`config.mk`:
```
export PLATFORM = sky130hd
export DESIGN_NAME = dit_timer
export DESIGN_NICKNAME = d
export VERILOG_FILES = /design/src/hdl/dit_timer.v
export VERILOG_INCLUDE_DIRS = /design/src /design/src/hdl
export SDC_FILE = /design/constraint.sdc
export NUM_CORES = 1
export LEC_CHECK = 0
export ABC_AREA = 1
export BUFFER_PORTS_ARGS = -buffer_cell sky130_fd_sc_hd__clkbuf_2
export CORE_ASPECT_RATIO = 0.5
export CORE_MARGIN = 1
export CORE_UTILIZATION = 45
export CTS_BUF_LIST = sky130_fd_sc_hd__clkbuf_8
export DETAILED_ROUTE_END_ITERATION = 8
export MAX_ROUTING_LAYER = met4
export RECOVER_POWER = 100
export SYNTH_ARGS = -nofsm -noshare
export SYNTH_HDL_FRONTEND = slang
export SYNTH_SLANG_ARGS = --single-unit
```
`constraint.sdc`:
```
create_clock -name i_core_clk -period 5.3 [get_ports i_core_clk]
set_input_delay 0.265 -clock i_core_clk [delete_from_list [all_inputs] [get_ports i_core_clk]]
set_output_delay 0.265 -clock i_core_clk [all_outputs]
set_load 0.01 [all_outputs]
```
`src/hdl/dit_consts.vh`:
```
`ifndef DIT_CONSTS_VH
`define DIT_CONSTS_VH
// Register addresses (16-bit special function register space)
`define DIT_ADDR_CNT_A 16'hff60
`define DIT_ADDR_CNT_B 16'hff61
`define DIT_ADDR_CMP_A 16'hff62
`define DIT_ADDR_CMP_B 16'hff63
`define DIT_ADDR_MODE_A 16'hff68
`define DIT_ADDR_MODE_B 16'hff69
`define DIT_ADDR_CSEL_A 16'hff6c
`define DIT_ADDR_CSEL_B 16'hff6d
// Field positions
`define DIT_MODE_EN_BIT 7
`define DIT_MODE_PWM_BIT 6
`define DIT_MODE_CASC_BIT 4
// Reset values
`define DIT_RST_BYTE 8'h00
// Clock select codes
`define DIT_CSEL_DIV4 3'h2
`define DIT_CSEL_DIV8 3'h3
`define DIT_CSEL_DIV16 3'h4
`define DIT_CSEL_DIV32 3'h5
`define DIT_CSEL_DIV128 3'h6
`define DIT_CSEL_DIV512 3'h7
`endif

```
`src/hdl/dit_timer.v`:
```
`timescale 1ns/1ns
`include "dit_consts.vh"
module dit_timer
(
    // Clock and reset
    input wire i_core_clk,
    input wire i_rst_n,
    // Processor register port
    input wire [15:0] i_addr,
    input wire i_wr,
    input wire i_rd,
    input wire [7:0] i_wdata,
    // Read data and interrupts
    output reg [7:0] o_rdata,
    output reg o_match_irq_a,
    output reg o_match_irq_b
);

    // ************************************************************
    // Divider tap selection
    // ************************************************************
    // One-cycle tick when the free prescaler reaches the chosen tap
    function tick_sel;
        input [2:0] sel;
        input [8:0] pre;
        begin
            case (sel)
                `DIT_CSEL_DIV4: tick_sel = (pre[1:0] == 2'h3);
                `DIT_CSEL_DIV8: tick_sel = (pre[2:0] == 3'h7);
                `DIT_CSEL_DIV16: tick_sel = (pre[3:0] == 4'hf);
                `DIT_CSEL_DIV32: tick_sel = (pre[4:0] == 5'h1f);
                `DIT_CSEL_DIV128: tick_sel = (pre[6:0] == 7'h7f);
                `DIT_CSEL_DIV512: tick_sel = (pre[8:0] == 9'h1ff);
                default: tick_sel = 1'b0;
            endcase
        end
    endfunction

    // ************************************************************
    // Registers
    // ************************************************************
    reg [7:0] cnt_a_q; // Counter a
    reg [7:0] cnt_b_q; // Counter b
    reg [7:0] cmp_a_q; // Compare value a
    reg [7:0] cmp_b_q; // Compare value b
    reg en_a_q; // Count enable a
    reg en_b_q; // Count enable b
    reg pwm_a_q; // Mode bit a, stored only
    reg pwm_b_q; // Mode bit b, stored only
    reg casc_q; // Cascade select
    reg [2:0] csel_a_q; // Clock select a
    reg [2:0] csel_b_q; // Clock select b
    reg [8:0] pre_a_q; // Prescaler a
    reg [8:0] pre_b_q; // Prescaler b

    // Read of a counter holds off its count clock this cycle
    wire rd_hold_a = i_rd && (i_addr == `DIT_ADDR_CNT_A || (casc_q && i_addr == `DIT_ADDR_CNT_B));
    wire rd_hold_b = i_rd && (i_addr == `DIT_ADDR_CNT_B);
    // Count ticks; in cascade the b counter uses a's clock
    wire tick_a = en_a_q && !rd_hold_a && tick_sel(csel_a_q, pre_a_q);
    wire tick_b_dis = en_b_q && !rd_hold_b && tick_sel(csel_b_q, pre_b_q);
    wire match_a = (cnt_a_q == cmp_a_q);
    wire match_b = (cnt_b_q == cmp_b_q);
    // Cascade: full match needs a and b both at compare; a matching alone only steps b and keeps counting
    wire casc_full = match_a && match_b;

    // ************************************************************
    // Prescalers: run only while enabled (b only outside cascade), cleared otherwise
    // ************************************************************
    // Starting from zero is why first match comes after a full period, with no slip
    always @(posedge i_core_clk or negedge i_rst_n)
    begin
        if (!i_rst_n)
        begin
            pre_a_q <= 9'h000;
            pre_b_q <= 9'h000;
        end
        else
        begin
            if (en_a_q)
                pre_a_q <= pre_a_q + 9'h001;
            else
                pre_a_q <= 9'h000;
            if (en_b_q && !casc_q)
                pre_b_q <= pre_b_q + 9'h001;
            else
                pre_b_q <= 9'h000;
        end
    end

    // ************************************************************
    // Control register writes
    // ************************************************************
    always @(posedge i_core_clk or negedge i_rst_n)
    begin
        if (!i_rst_n)
        begin
            cmp_a_q <= `DIT_RST_BYTE;
            cmp_b_q <= `DIT_RST_BYTE;
            en_a_q <= 1'b0;
            en_b_q <= 1'b0;
            pwm_a_q <= 1'b0;
            pwm_b_q <= 1'b0;
            casc_q <= 1'b0;
            csel_a_q <= 3'h0;
            csel_b_q <= 3'h0;
        end
        else if (i_wr)
        begin
            case (i_addr)
                `DIT_ADDR_CMP_A: cmp_a_q <= i_wdata;
                `DIT_ADDR_CMP_B: cmp_b_q <= i_wdata;
                `DIT_ADDR_MODE_A:
                begin
                    en_a_q <= i_wdata[`DIT_MODE_EN_BIT];
                    pwm_a_q <= i_wdata[`DIT_MODE_PWM_BIT];
                end
                `DIT_ADDR_MODE_B:
                begin
                    en_b_q <= i_wdata[`DIT_MODE_EN_BIT];
                    pwm_b_q <= i_wdata[`DIT_MODE_PWM_BIT];
                    casc_q <= i_wdata[`DIT_MODE_CASC_BIT];
                end
                // Upper bits are dropped; software keeps them zero
                `DIT_ADDR_CSEL_A: csel_a_q <= i_wdata[2:0];
                `DIT_ADDR_CSEL_B: csel_b_q <= i_wdata[2:0];
                default:
                begin
                    en_a_q <= en_a_q;
                end
            endcase
        end
    end

    // ************************************************************
    // Counters and match interrupts
    // ************************************************************
    // Equality only: a compare set below the count wraps past ff first
    always @(posedge i_core_clk or negedge i_rst_n)
    begin
        if (!i_rst_n)
        begin
            cnt_a_q <= 8'h00;
            cnt_b_q <= 8'h00;
            o_match_irq_a <= 1'b0;
            o_match_irq_b <= 1'b0;
        end
        else
        begin
            o_match_irq_a <= 1'b0;
            o_match_irq_b <= 1'b0;
            // Counter a
            if (!en_a_q)
                cnt_a_q <= 8'h00;
            else if (tick_a)
            begin
                if (match_a && (!casc_q || casc_full))
                begin
                    cnt_a_q <= 8'h00;
                    o_match_irq_a <= 1'b1;
                end
                else
                    cnt_a_q <= cnt_a_q + 8'h01;
            end
            // Counter b
            if (!en_b_q)
                cnt_b_q <= 8'h00;
            else if (casc_q)
            begin
                if (tick_a && match_a)
                begin
                    if (casc_full)
                        cnt_b_q <= 8'h00;
                    else
                        cnt_b_q <= cnt_b_q + 8'h01;
                end
                if (tick_a && match_b)
                    o_match_irq_b <= 1'b1;
            end
            else if (tick_b_dis)
            begin
                if (match_b)
                begin
                    cnt_b_q <= 8'h00;
                    o_match_irq_b <= 1'b1;
                end
                else
                    cnt_b_q <= cnt_b_q + 8'h01;
            end
        end
    end

    // ************************************************************
    // Read data, registered one cycle after the strobe
    // ************************************************************
    always @(posedge i_core_clk or negedge i_rst_n)
    begin
        if (!i_rst_n)
            o_rdata <= 8'h00;
        else if (i_rd)
        begin
            case (i_addr)
                `DIT_ADDR_CNT_A: o_rdata <= cnt_a_q;
                `DIT_ADDR_CNT_B: o_rdata <= cnt_b_q;
                `DIT_ADDR_CMP_A: o_rdata <= cmp_a_q;
                `DIT_ADDR_CMP_B: o_rdata <= cmp_b_q;
                `DIT_ADDR_MODE_A: o_rdata <= {en_a_q, pwm_a_q, 6'h00};
                `DIT_ADDR_MODE_B: o_rdata <= {en_b_q, pwm_b_q, 1'b0, casc_q, 4'h0};
                `DIT_ADDR_CSEL_A: o_rdata <= {5'h00, csel_a_q};
                `DIT_ADDR_CSEL_B: o_rdata <= {5'h00, csel_b_q};
                default: o_rdata <= 8'h00;
            endcase
        end
    end

endmodule // dit_timer

```
==> results of run 1 <==
-- flip-flops by register name (all words and copies together), names as in the netlist --
signal / cells
en_a_q: 1
cmp_b_q: 8
pwm_b_q: 1
pre_a_q: 9
o_match_irq_b: 1
o_match_irq_a: 1
cnt_a_q: 8
cmp_a_q: 8
csel_a_q: 3
csel_b_q: 3
o_rdata: 8
casc_q: 1
pre_b_q: 9
en_b_q: 1
pwm_a_q: 1
cnt_b_q: 8
-- power groups by stage --
| stage | sequential [mW] | clock [mW] | combinational, mW |
|---|---|---|---|
| 5_1_grt | 0.541 | 0.570 | 0.0438 |
| 2_1_floorplan | 0.552 | 0 | 0.0121 |
| 4_1_cts | 0.541 | 0.551 | 0.0395 |
| 6_report | 0.541 | 0.537 | 0.0374 |
| 3_5_place_dp | 0.552 | 0 | 0.0394 |
| 3_3_place_gp | 0.552 | 0 | 0.0392 |
-- kinds of logic (layout without fill, tap and decap cells) --
kind of cell             count (synthesis)  in the layout  synth area share
AO/OA/AOI/OAI                           72             72           0.08985
XOR/XNOR                                21             21           0.04388
adder cells (fa/ha/maj)                  9              9           0.02687
buffers and inverters                   79            123           0.07433
flip-flops                              71             71            0.4239
AND/OR/NAND/NOR                        303            303            0.3412
-- layer usage --
metal	track usage	part of all wire
met5	-	0
met4	0.06367	0.010
met3	0.05693	0.071
met2	0.3147	0.37
met1	0.3656	0.55
-- area by class of cell --
type | instances | area share
clock buffers | 10 | 0.02953
well taps | 117 | 0.03141
clock inverters | 6 | 0.02309
multi-input cells | 405 | 0.4405
inverters | 70 | 0.05664
flip-flops and latches | 71 | 0.3812
repair buffers | 37 | 0.03758
-- synth_stat cells --
cell / instances
nor2_8: 2
o22ai_1: 10
o21ai_1: 19
o21a_1: 1
buf_2: 7
dfrtp_1: 71
nand4_1: 8
inv_1: 58
and2_0: 1
nand3_4: 1
nor2_4: 6
buf_4: 1
xor2_1: 14
nand2_1: 161
nor4_1: 3
inv_2: 10
nor2_1: 43
buf_1: 1
a31oi_1: 1
nand3_1: 48
nand4_4: 1
nand2_4: 4
xnor2_1: 7
a21oi_1: 14
nand2_2: 7
and2_1: 2
ha_1: 9
nor3b_1: 3
nor3_1: 6
o21ai_0: 27
clkinv_1: 1
nand3b_2: 1
or2_1: 1
inv_4: 1
nor2_2: 5
-- stage by stage --
stage	power, mW	instances	worst slack, ns	instance area, um2
2_1_floorplan	0.5644	555	3.427	4192
3_3_place_gp	0.5914	700	3.278	4479
3_5_place_dp	0.5915	700	3.196	4479
4_1_cts	1.132	716	3.175	4725
5_1_grt	1.155	716	1.475	4661
6_report	1.116	716	1.917	4661
-- critical path, cell delays in order --
cell,delay (ns)
clkbuf_2,0.08
nand2_1,0.05
inv_2,0.04
nand2_1,0.04
nor2_1,1.27
nand2_1,0.55
nand2_1,0.27
nand3_4,0.10
nand2_1,0.19
clkinvlp_2,0.43
nor2_8,0.25
nand2_1,0.07
nand2_1,0.07
-- final timing paths --
check                                 from          to  slack [ns]  cells past startpoint
worst max-delay path            i_addr[13]  cnt_a_q[2]        1.92                     13
worst max register to register  pre_a_q[0]  cnt_a_q[2]        2.74                     15
min in group i_core_clk         i_wdata[3]  cmp_b_q[3]        0.18                      3
worst min-delay path               i_rst_n  pre_a_q[6]       0.004                      1
worst min register to register  pre_a_q[0]  pre_a_q[0]        0.47                      1
max in group asynchronous          i_rst_n  pre_b_q[1]        4.68                      1
==> results.toml, run 1 <==
[run_status]
violations = "design-rule violations, max-capacitance violations, max-slew violations"
outcome = "finished with violations"

[clocking]
clkSlewWorstSetupHoldPaths_ns = 0.08
cts.path.max_buffers = 2
cts_hold_buf = 0
cts_setup_buffers = 0
clk_latency_ns = 0.37
cts-htree-levels = 3
clock-root-buffer = "clkbuf_8"
ctsResizeCount = 0
cts.sink_count = 71
tritoncts = "built"
cts-buffers-inserted = 9

[synthesis]
ys_types = 35
ys_seq_elements = 71
yosys.area.top_type = "dfrtp_1"
synthTopCellsByArea = "dfrtp_1, nand2_1, nand3_1"
yosysWarnings = 0
syn-num-nets = 592
avgSynthCellArea_um2 = 7.552
synthCells = 555
netlist_area_um2 = 4192
yosysSeqAreaShare = 0.4239
yosysTopAreaCellShare = 0.4239

[layout]
num_antenna_cells = 0
syn_to_final_growth_pct = 11.19
final_cell_mix = "nand2_1, dfrtp_1, inv_1, nand3_1, nor2_1"
multi_input_area_um2 = 2053
final_common_cell = "nand2_1"
nFillCells = 874
nNetsFinal = 631
regArea_um2 = 1777
final_core_util = 0.5261
drive_gt1_frac = 0.1169

[min_path]
hp-class = "input port to asynchronous set/reset pin"

[sta]
min_period_over_period = 0.6383
finalSetupViolCount = 0
worst_pin_slew_ns = 1.734
fmax_ghz = 0.2956
slew_viol_final = 27
hold_viol = 0
slew_headroom = -0.1602
rsz0062_at_grt = "false"
hold_ws_ns = 0.004434
fin_tns_setup_ns = 0
period_needed_ns = 3.383
fin_skew_ns = 0.009009

[power_and_ir_drop]
p_clk_frac = 0.481
swShare = 0.2154
p_seq_frac = 0.485
ir_drop_uv = 130.5
internal_power_uw = 875.6
power.share.combinational = 0.033
total_leakage_power_nw = 2.289
power-per-cell-area_nw_per_um2 = 239.4
p_sw_uw = 240.4

[routing]
ant_nets = 0
via_count = 3578
avgRoutedWirePerCell_um = 14.03
drc = 8
drtIter0Drc = 273
drt_wl_total_um = 10040
dr.pass1.iters = 7
vias_per_cell = 4.997

[grt]
grt_usage = 0.2416
antenna_found_initial = 0
grt_overflow_total = 0
grt_pass1_wl_um = 17180
grt_max_degree = 72
grt_pass1_vias = 3292

[floorplanning]
die_height_um = 70.25
rows = 24
die_w_um = 138.5
die-area_um2 = 9728
initial_utilization = 0.4732
num_io_pins = 38
coreArea_um2 = 8859

[placement]
place_congestion = 0.8627
port_buffers = 37
dp_hpwl_um = 7422

[critical_path]
worst-setup-path-type = "input port to register"
crit_required_ns = 5.60
worstSetupStartpointType = "input port"
path_max_fanout = 26
critPathArrivalTime_ns = 3.69
critPathCaptureType = "register"

[run]
maxCapViolCount = 1
Power figures use the tool's default switching activity.
==> inputs of run 2 (changes only) <==
ABC_AREA = 0   (was 1)
clock period = 3.2 ns   (was 5.3 ns; I/O delays follow)
==> results.toml, run 2 <==
[run_status]
outcome = "completed"

[power_and_ir_drop]
p_sw_uw = 379.8
swShare = 0.2308
power-per-cell-area_nw_per_um2 = 366.5
p_clk_frac = 0.413
internal_power_mw = 1.266
ir_drop_uv = 243.1
power.share.combinational = 0.042
p_seq_frac = 0.545
total_leakage_power_nw = 1.920

[synthesis]
async_flop_share = 1.000
ys_types = 59
ys_seq_elements = 71
synth_most_common_cell = "dfrtp_1"
syn-num-nets = 421
synthTopCellsByArea = "dfrtp_1, mux2_2, xnor2_1"
yosysSeqAreaShare = 0.4380
synth-edff-count = 0
avgSynthCellArea_um2 = 10.56
yosys.area.top_type = "dfrtp_1"
ys.flop_type = "dfrtp_1"
synthCells = 384
netlist_top_cells_count = "dfrtp_1, mux2_2, inv_1"
netlist_area_um2 = 4056
yosysTopAreaCellShare = 0.4380
yosysWarnings = 0

[clocking]
cts-buffers-inserted = 9
clk_latency_ns = 0.35
cts_setup_buffers = 0
clkSlewWorstSetupHoldPaths_ns = 0.08
cts.path.max_buffers = 2
cts.sink_count = 71
cts-htree-levels = 3
clock-root-buffer = "clkbuf_8"
tritoncts = "built"

[floorplanning]
die_w_um = 136.3
die-area_um2 = 9421
die_height_um = 69.14
rows = 24
initial_utilization = 0.4642
num_io_pins = 38
coreArea_um2 = 8738

[placement]
dp_hpwl_um = 7011
place_congestion = 0.8857
placed_area_um2 = 4323
port_buffers = 37

[critical_path]
critPathCaptureType = "register"
crit_required_ns = 3.47
path_max_fanout = 11
worst-setup-path-type = "register to register"
critPathArrivalTime_ns = 3.21
worstSetupStartpointType = "register"

[grt]
grt_usage = 0.2305
grtUsageMet2 = 0.3215
antenna_found_initial = 0
grt_pass1_wl_um = 15860
met1_usage = 0.3212
grt_overflow_total = 0
use_met3 = 0.07579
grt_max_degree = 28
top_usage_layer = "met2"
grt_pass1_vias = 3069

[sta]
fin_skew_ns = 0.009791
finalSetupViolCount = 0
worst_pin_slew_ns = 1.249
fmax_ghz = 0.3404
fin_tns_setup_ns = 0
slew_headroom = 0.1672
min_period_over_period = 0.9180
rsz0062_at_grt = "false"
hold_viol = 0
slew_viol_final = 0
period_needed_ns = 2.938

[routing]
drtIter0Drc = 191
ant_nets = 0
dr.pass1.iters = 4
vias_per_cell = 5.811
drc = 0
via_count = 3138
avgRoutedWirePerCell_um = 17.65
drt_wl_total_um = 9531

[layout]
nFillCells = 795
multi_input_area_um2 = 2113
drive_gt1_frac = 0.1986
num_antenna_cells = 0
nNetsFinal = 456
regArea_um2 = 1777
final_cell_mix = "dfrtp_1, mux2_2, clkbuf_2, inv_1, xnor2_1"
design_area_um2 = 4489
final_common_cell = "dfrtp_1"
syn_to_final_growth_pct = 10.67
top_regs = "pre_a_q (9), pre_b_q (9)"

[min_path]
hp-class = "input port to register"

[run]
maxCapViolCount = 0
[run 2: layer usage]
layer  wire, um  up-vias
li1           -     1502
met1       4703     1567
met2       4227       59
met3        528       10
met4         72        0
met5          0        -
[run 2: power groups by stage]
stage | combinational, mW | sequential (mW) | clock (mW)
final | 0.0688 | 0.897 | 0.680
after global routing | 0.0774 | 0.897 | 0.744
after CTS | 0.0713 | 0.897 | 0.704
after detailed placement | 0.0701 | 0.914 | 0
after global placement | 0.0679 | 0.914 | 0
after floorplan | 0.0245 | 0.915 | 0
[run 2: cell families (layout without fill, tap and decap cells)]
| group | Yosys count | after routing | share of synthesized area |
|---|---|---|---|
| XOR/XNOR | 23 | 23 | 0.04966 |
| buffers and inverters | 38 | 77 | 0.04103 |
| AND/OR/NAND/NOR | 124 | 124 | 0.1789 |
| flip-flops | 71 | 71 | 0.4380 |
| multiplexers | 45 | 45 | 0.1302 |
| adder cells (fa/ha/maj) | 9 | 9 | 0.02776 |
| AO/OA/AOI/OAI | 74 | 74 | 0.1345 |
[run 2: final cells by class]
cell class / count / area share
clock buffers: 9 / 0.02759
well taps: 117 / 0.03261
inverters: 21 / 0.01756
flip-flops and latches: 71 / 0.3958
clock inverters: 6 / 0.01198
repair buffers: 41 / 0.04376
multi-input cells: 275 / 0.4707
[run 2: final timing paths]
path	start	end	slack, ns	cells past startpoint
setup / recovery	pre_a_q[0]	cnt_b_q[1]	0.26	10
hold / removal	i_wdata[3]	cmp_b_q[3]	0.06	2
setup reg to reg	pre_a_q[0]	cnt_b_q[1]	0.26	10
hold reg to reg	pre_a_q[0]	pre_a_q[0]	0.49	1
max in group asynchronous	i_rst_n	cmp_a_q[4]	0.89	3
min in group asynchronous	i_rst_n	cnt_b_q[5]	0.58	2
[run 2: stage by stage]
stage	cells	setup WS [ns]	power, mW	util	hold slack, ns
global route	540	0.02450	1.718	0.5137	0.03884
CTS	540	0.2099	1.672	0.5162	0.03577
floorplan	384	0.8251	0.9392	-	-0.1356
finish	540	0.2625	1.646	0.5137	0.05882
detailed placement	524	0.2408	0.9845	0.4947	0.1571
global placement	524	0.3617	0.9824	0.4947	0.1577
[run 2: timing repair]
action,in CTS,in global routing
endpoints found under the hold margin,21,0
endpoints found under the setup margin,0,6
hold buffers,1,0
resized for setup,0,1
[run 2: critical path: stages (launching register included)]
cell and delay, ns:
dfrtp_1 0.39, ha_1 0.23, nand3_2 0.13, nor3_1 0.22, ha_1 0.19, inv_1 0.04
a311oi_1 0.28, a22o_1 0.24, nand4_1 0.45, a221o_1 0.51, a21boi_0 0.18
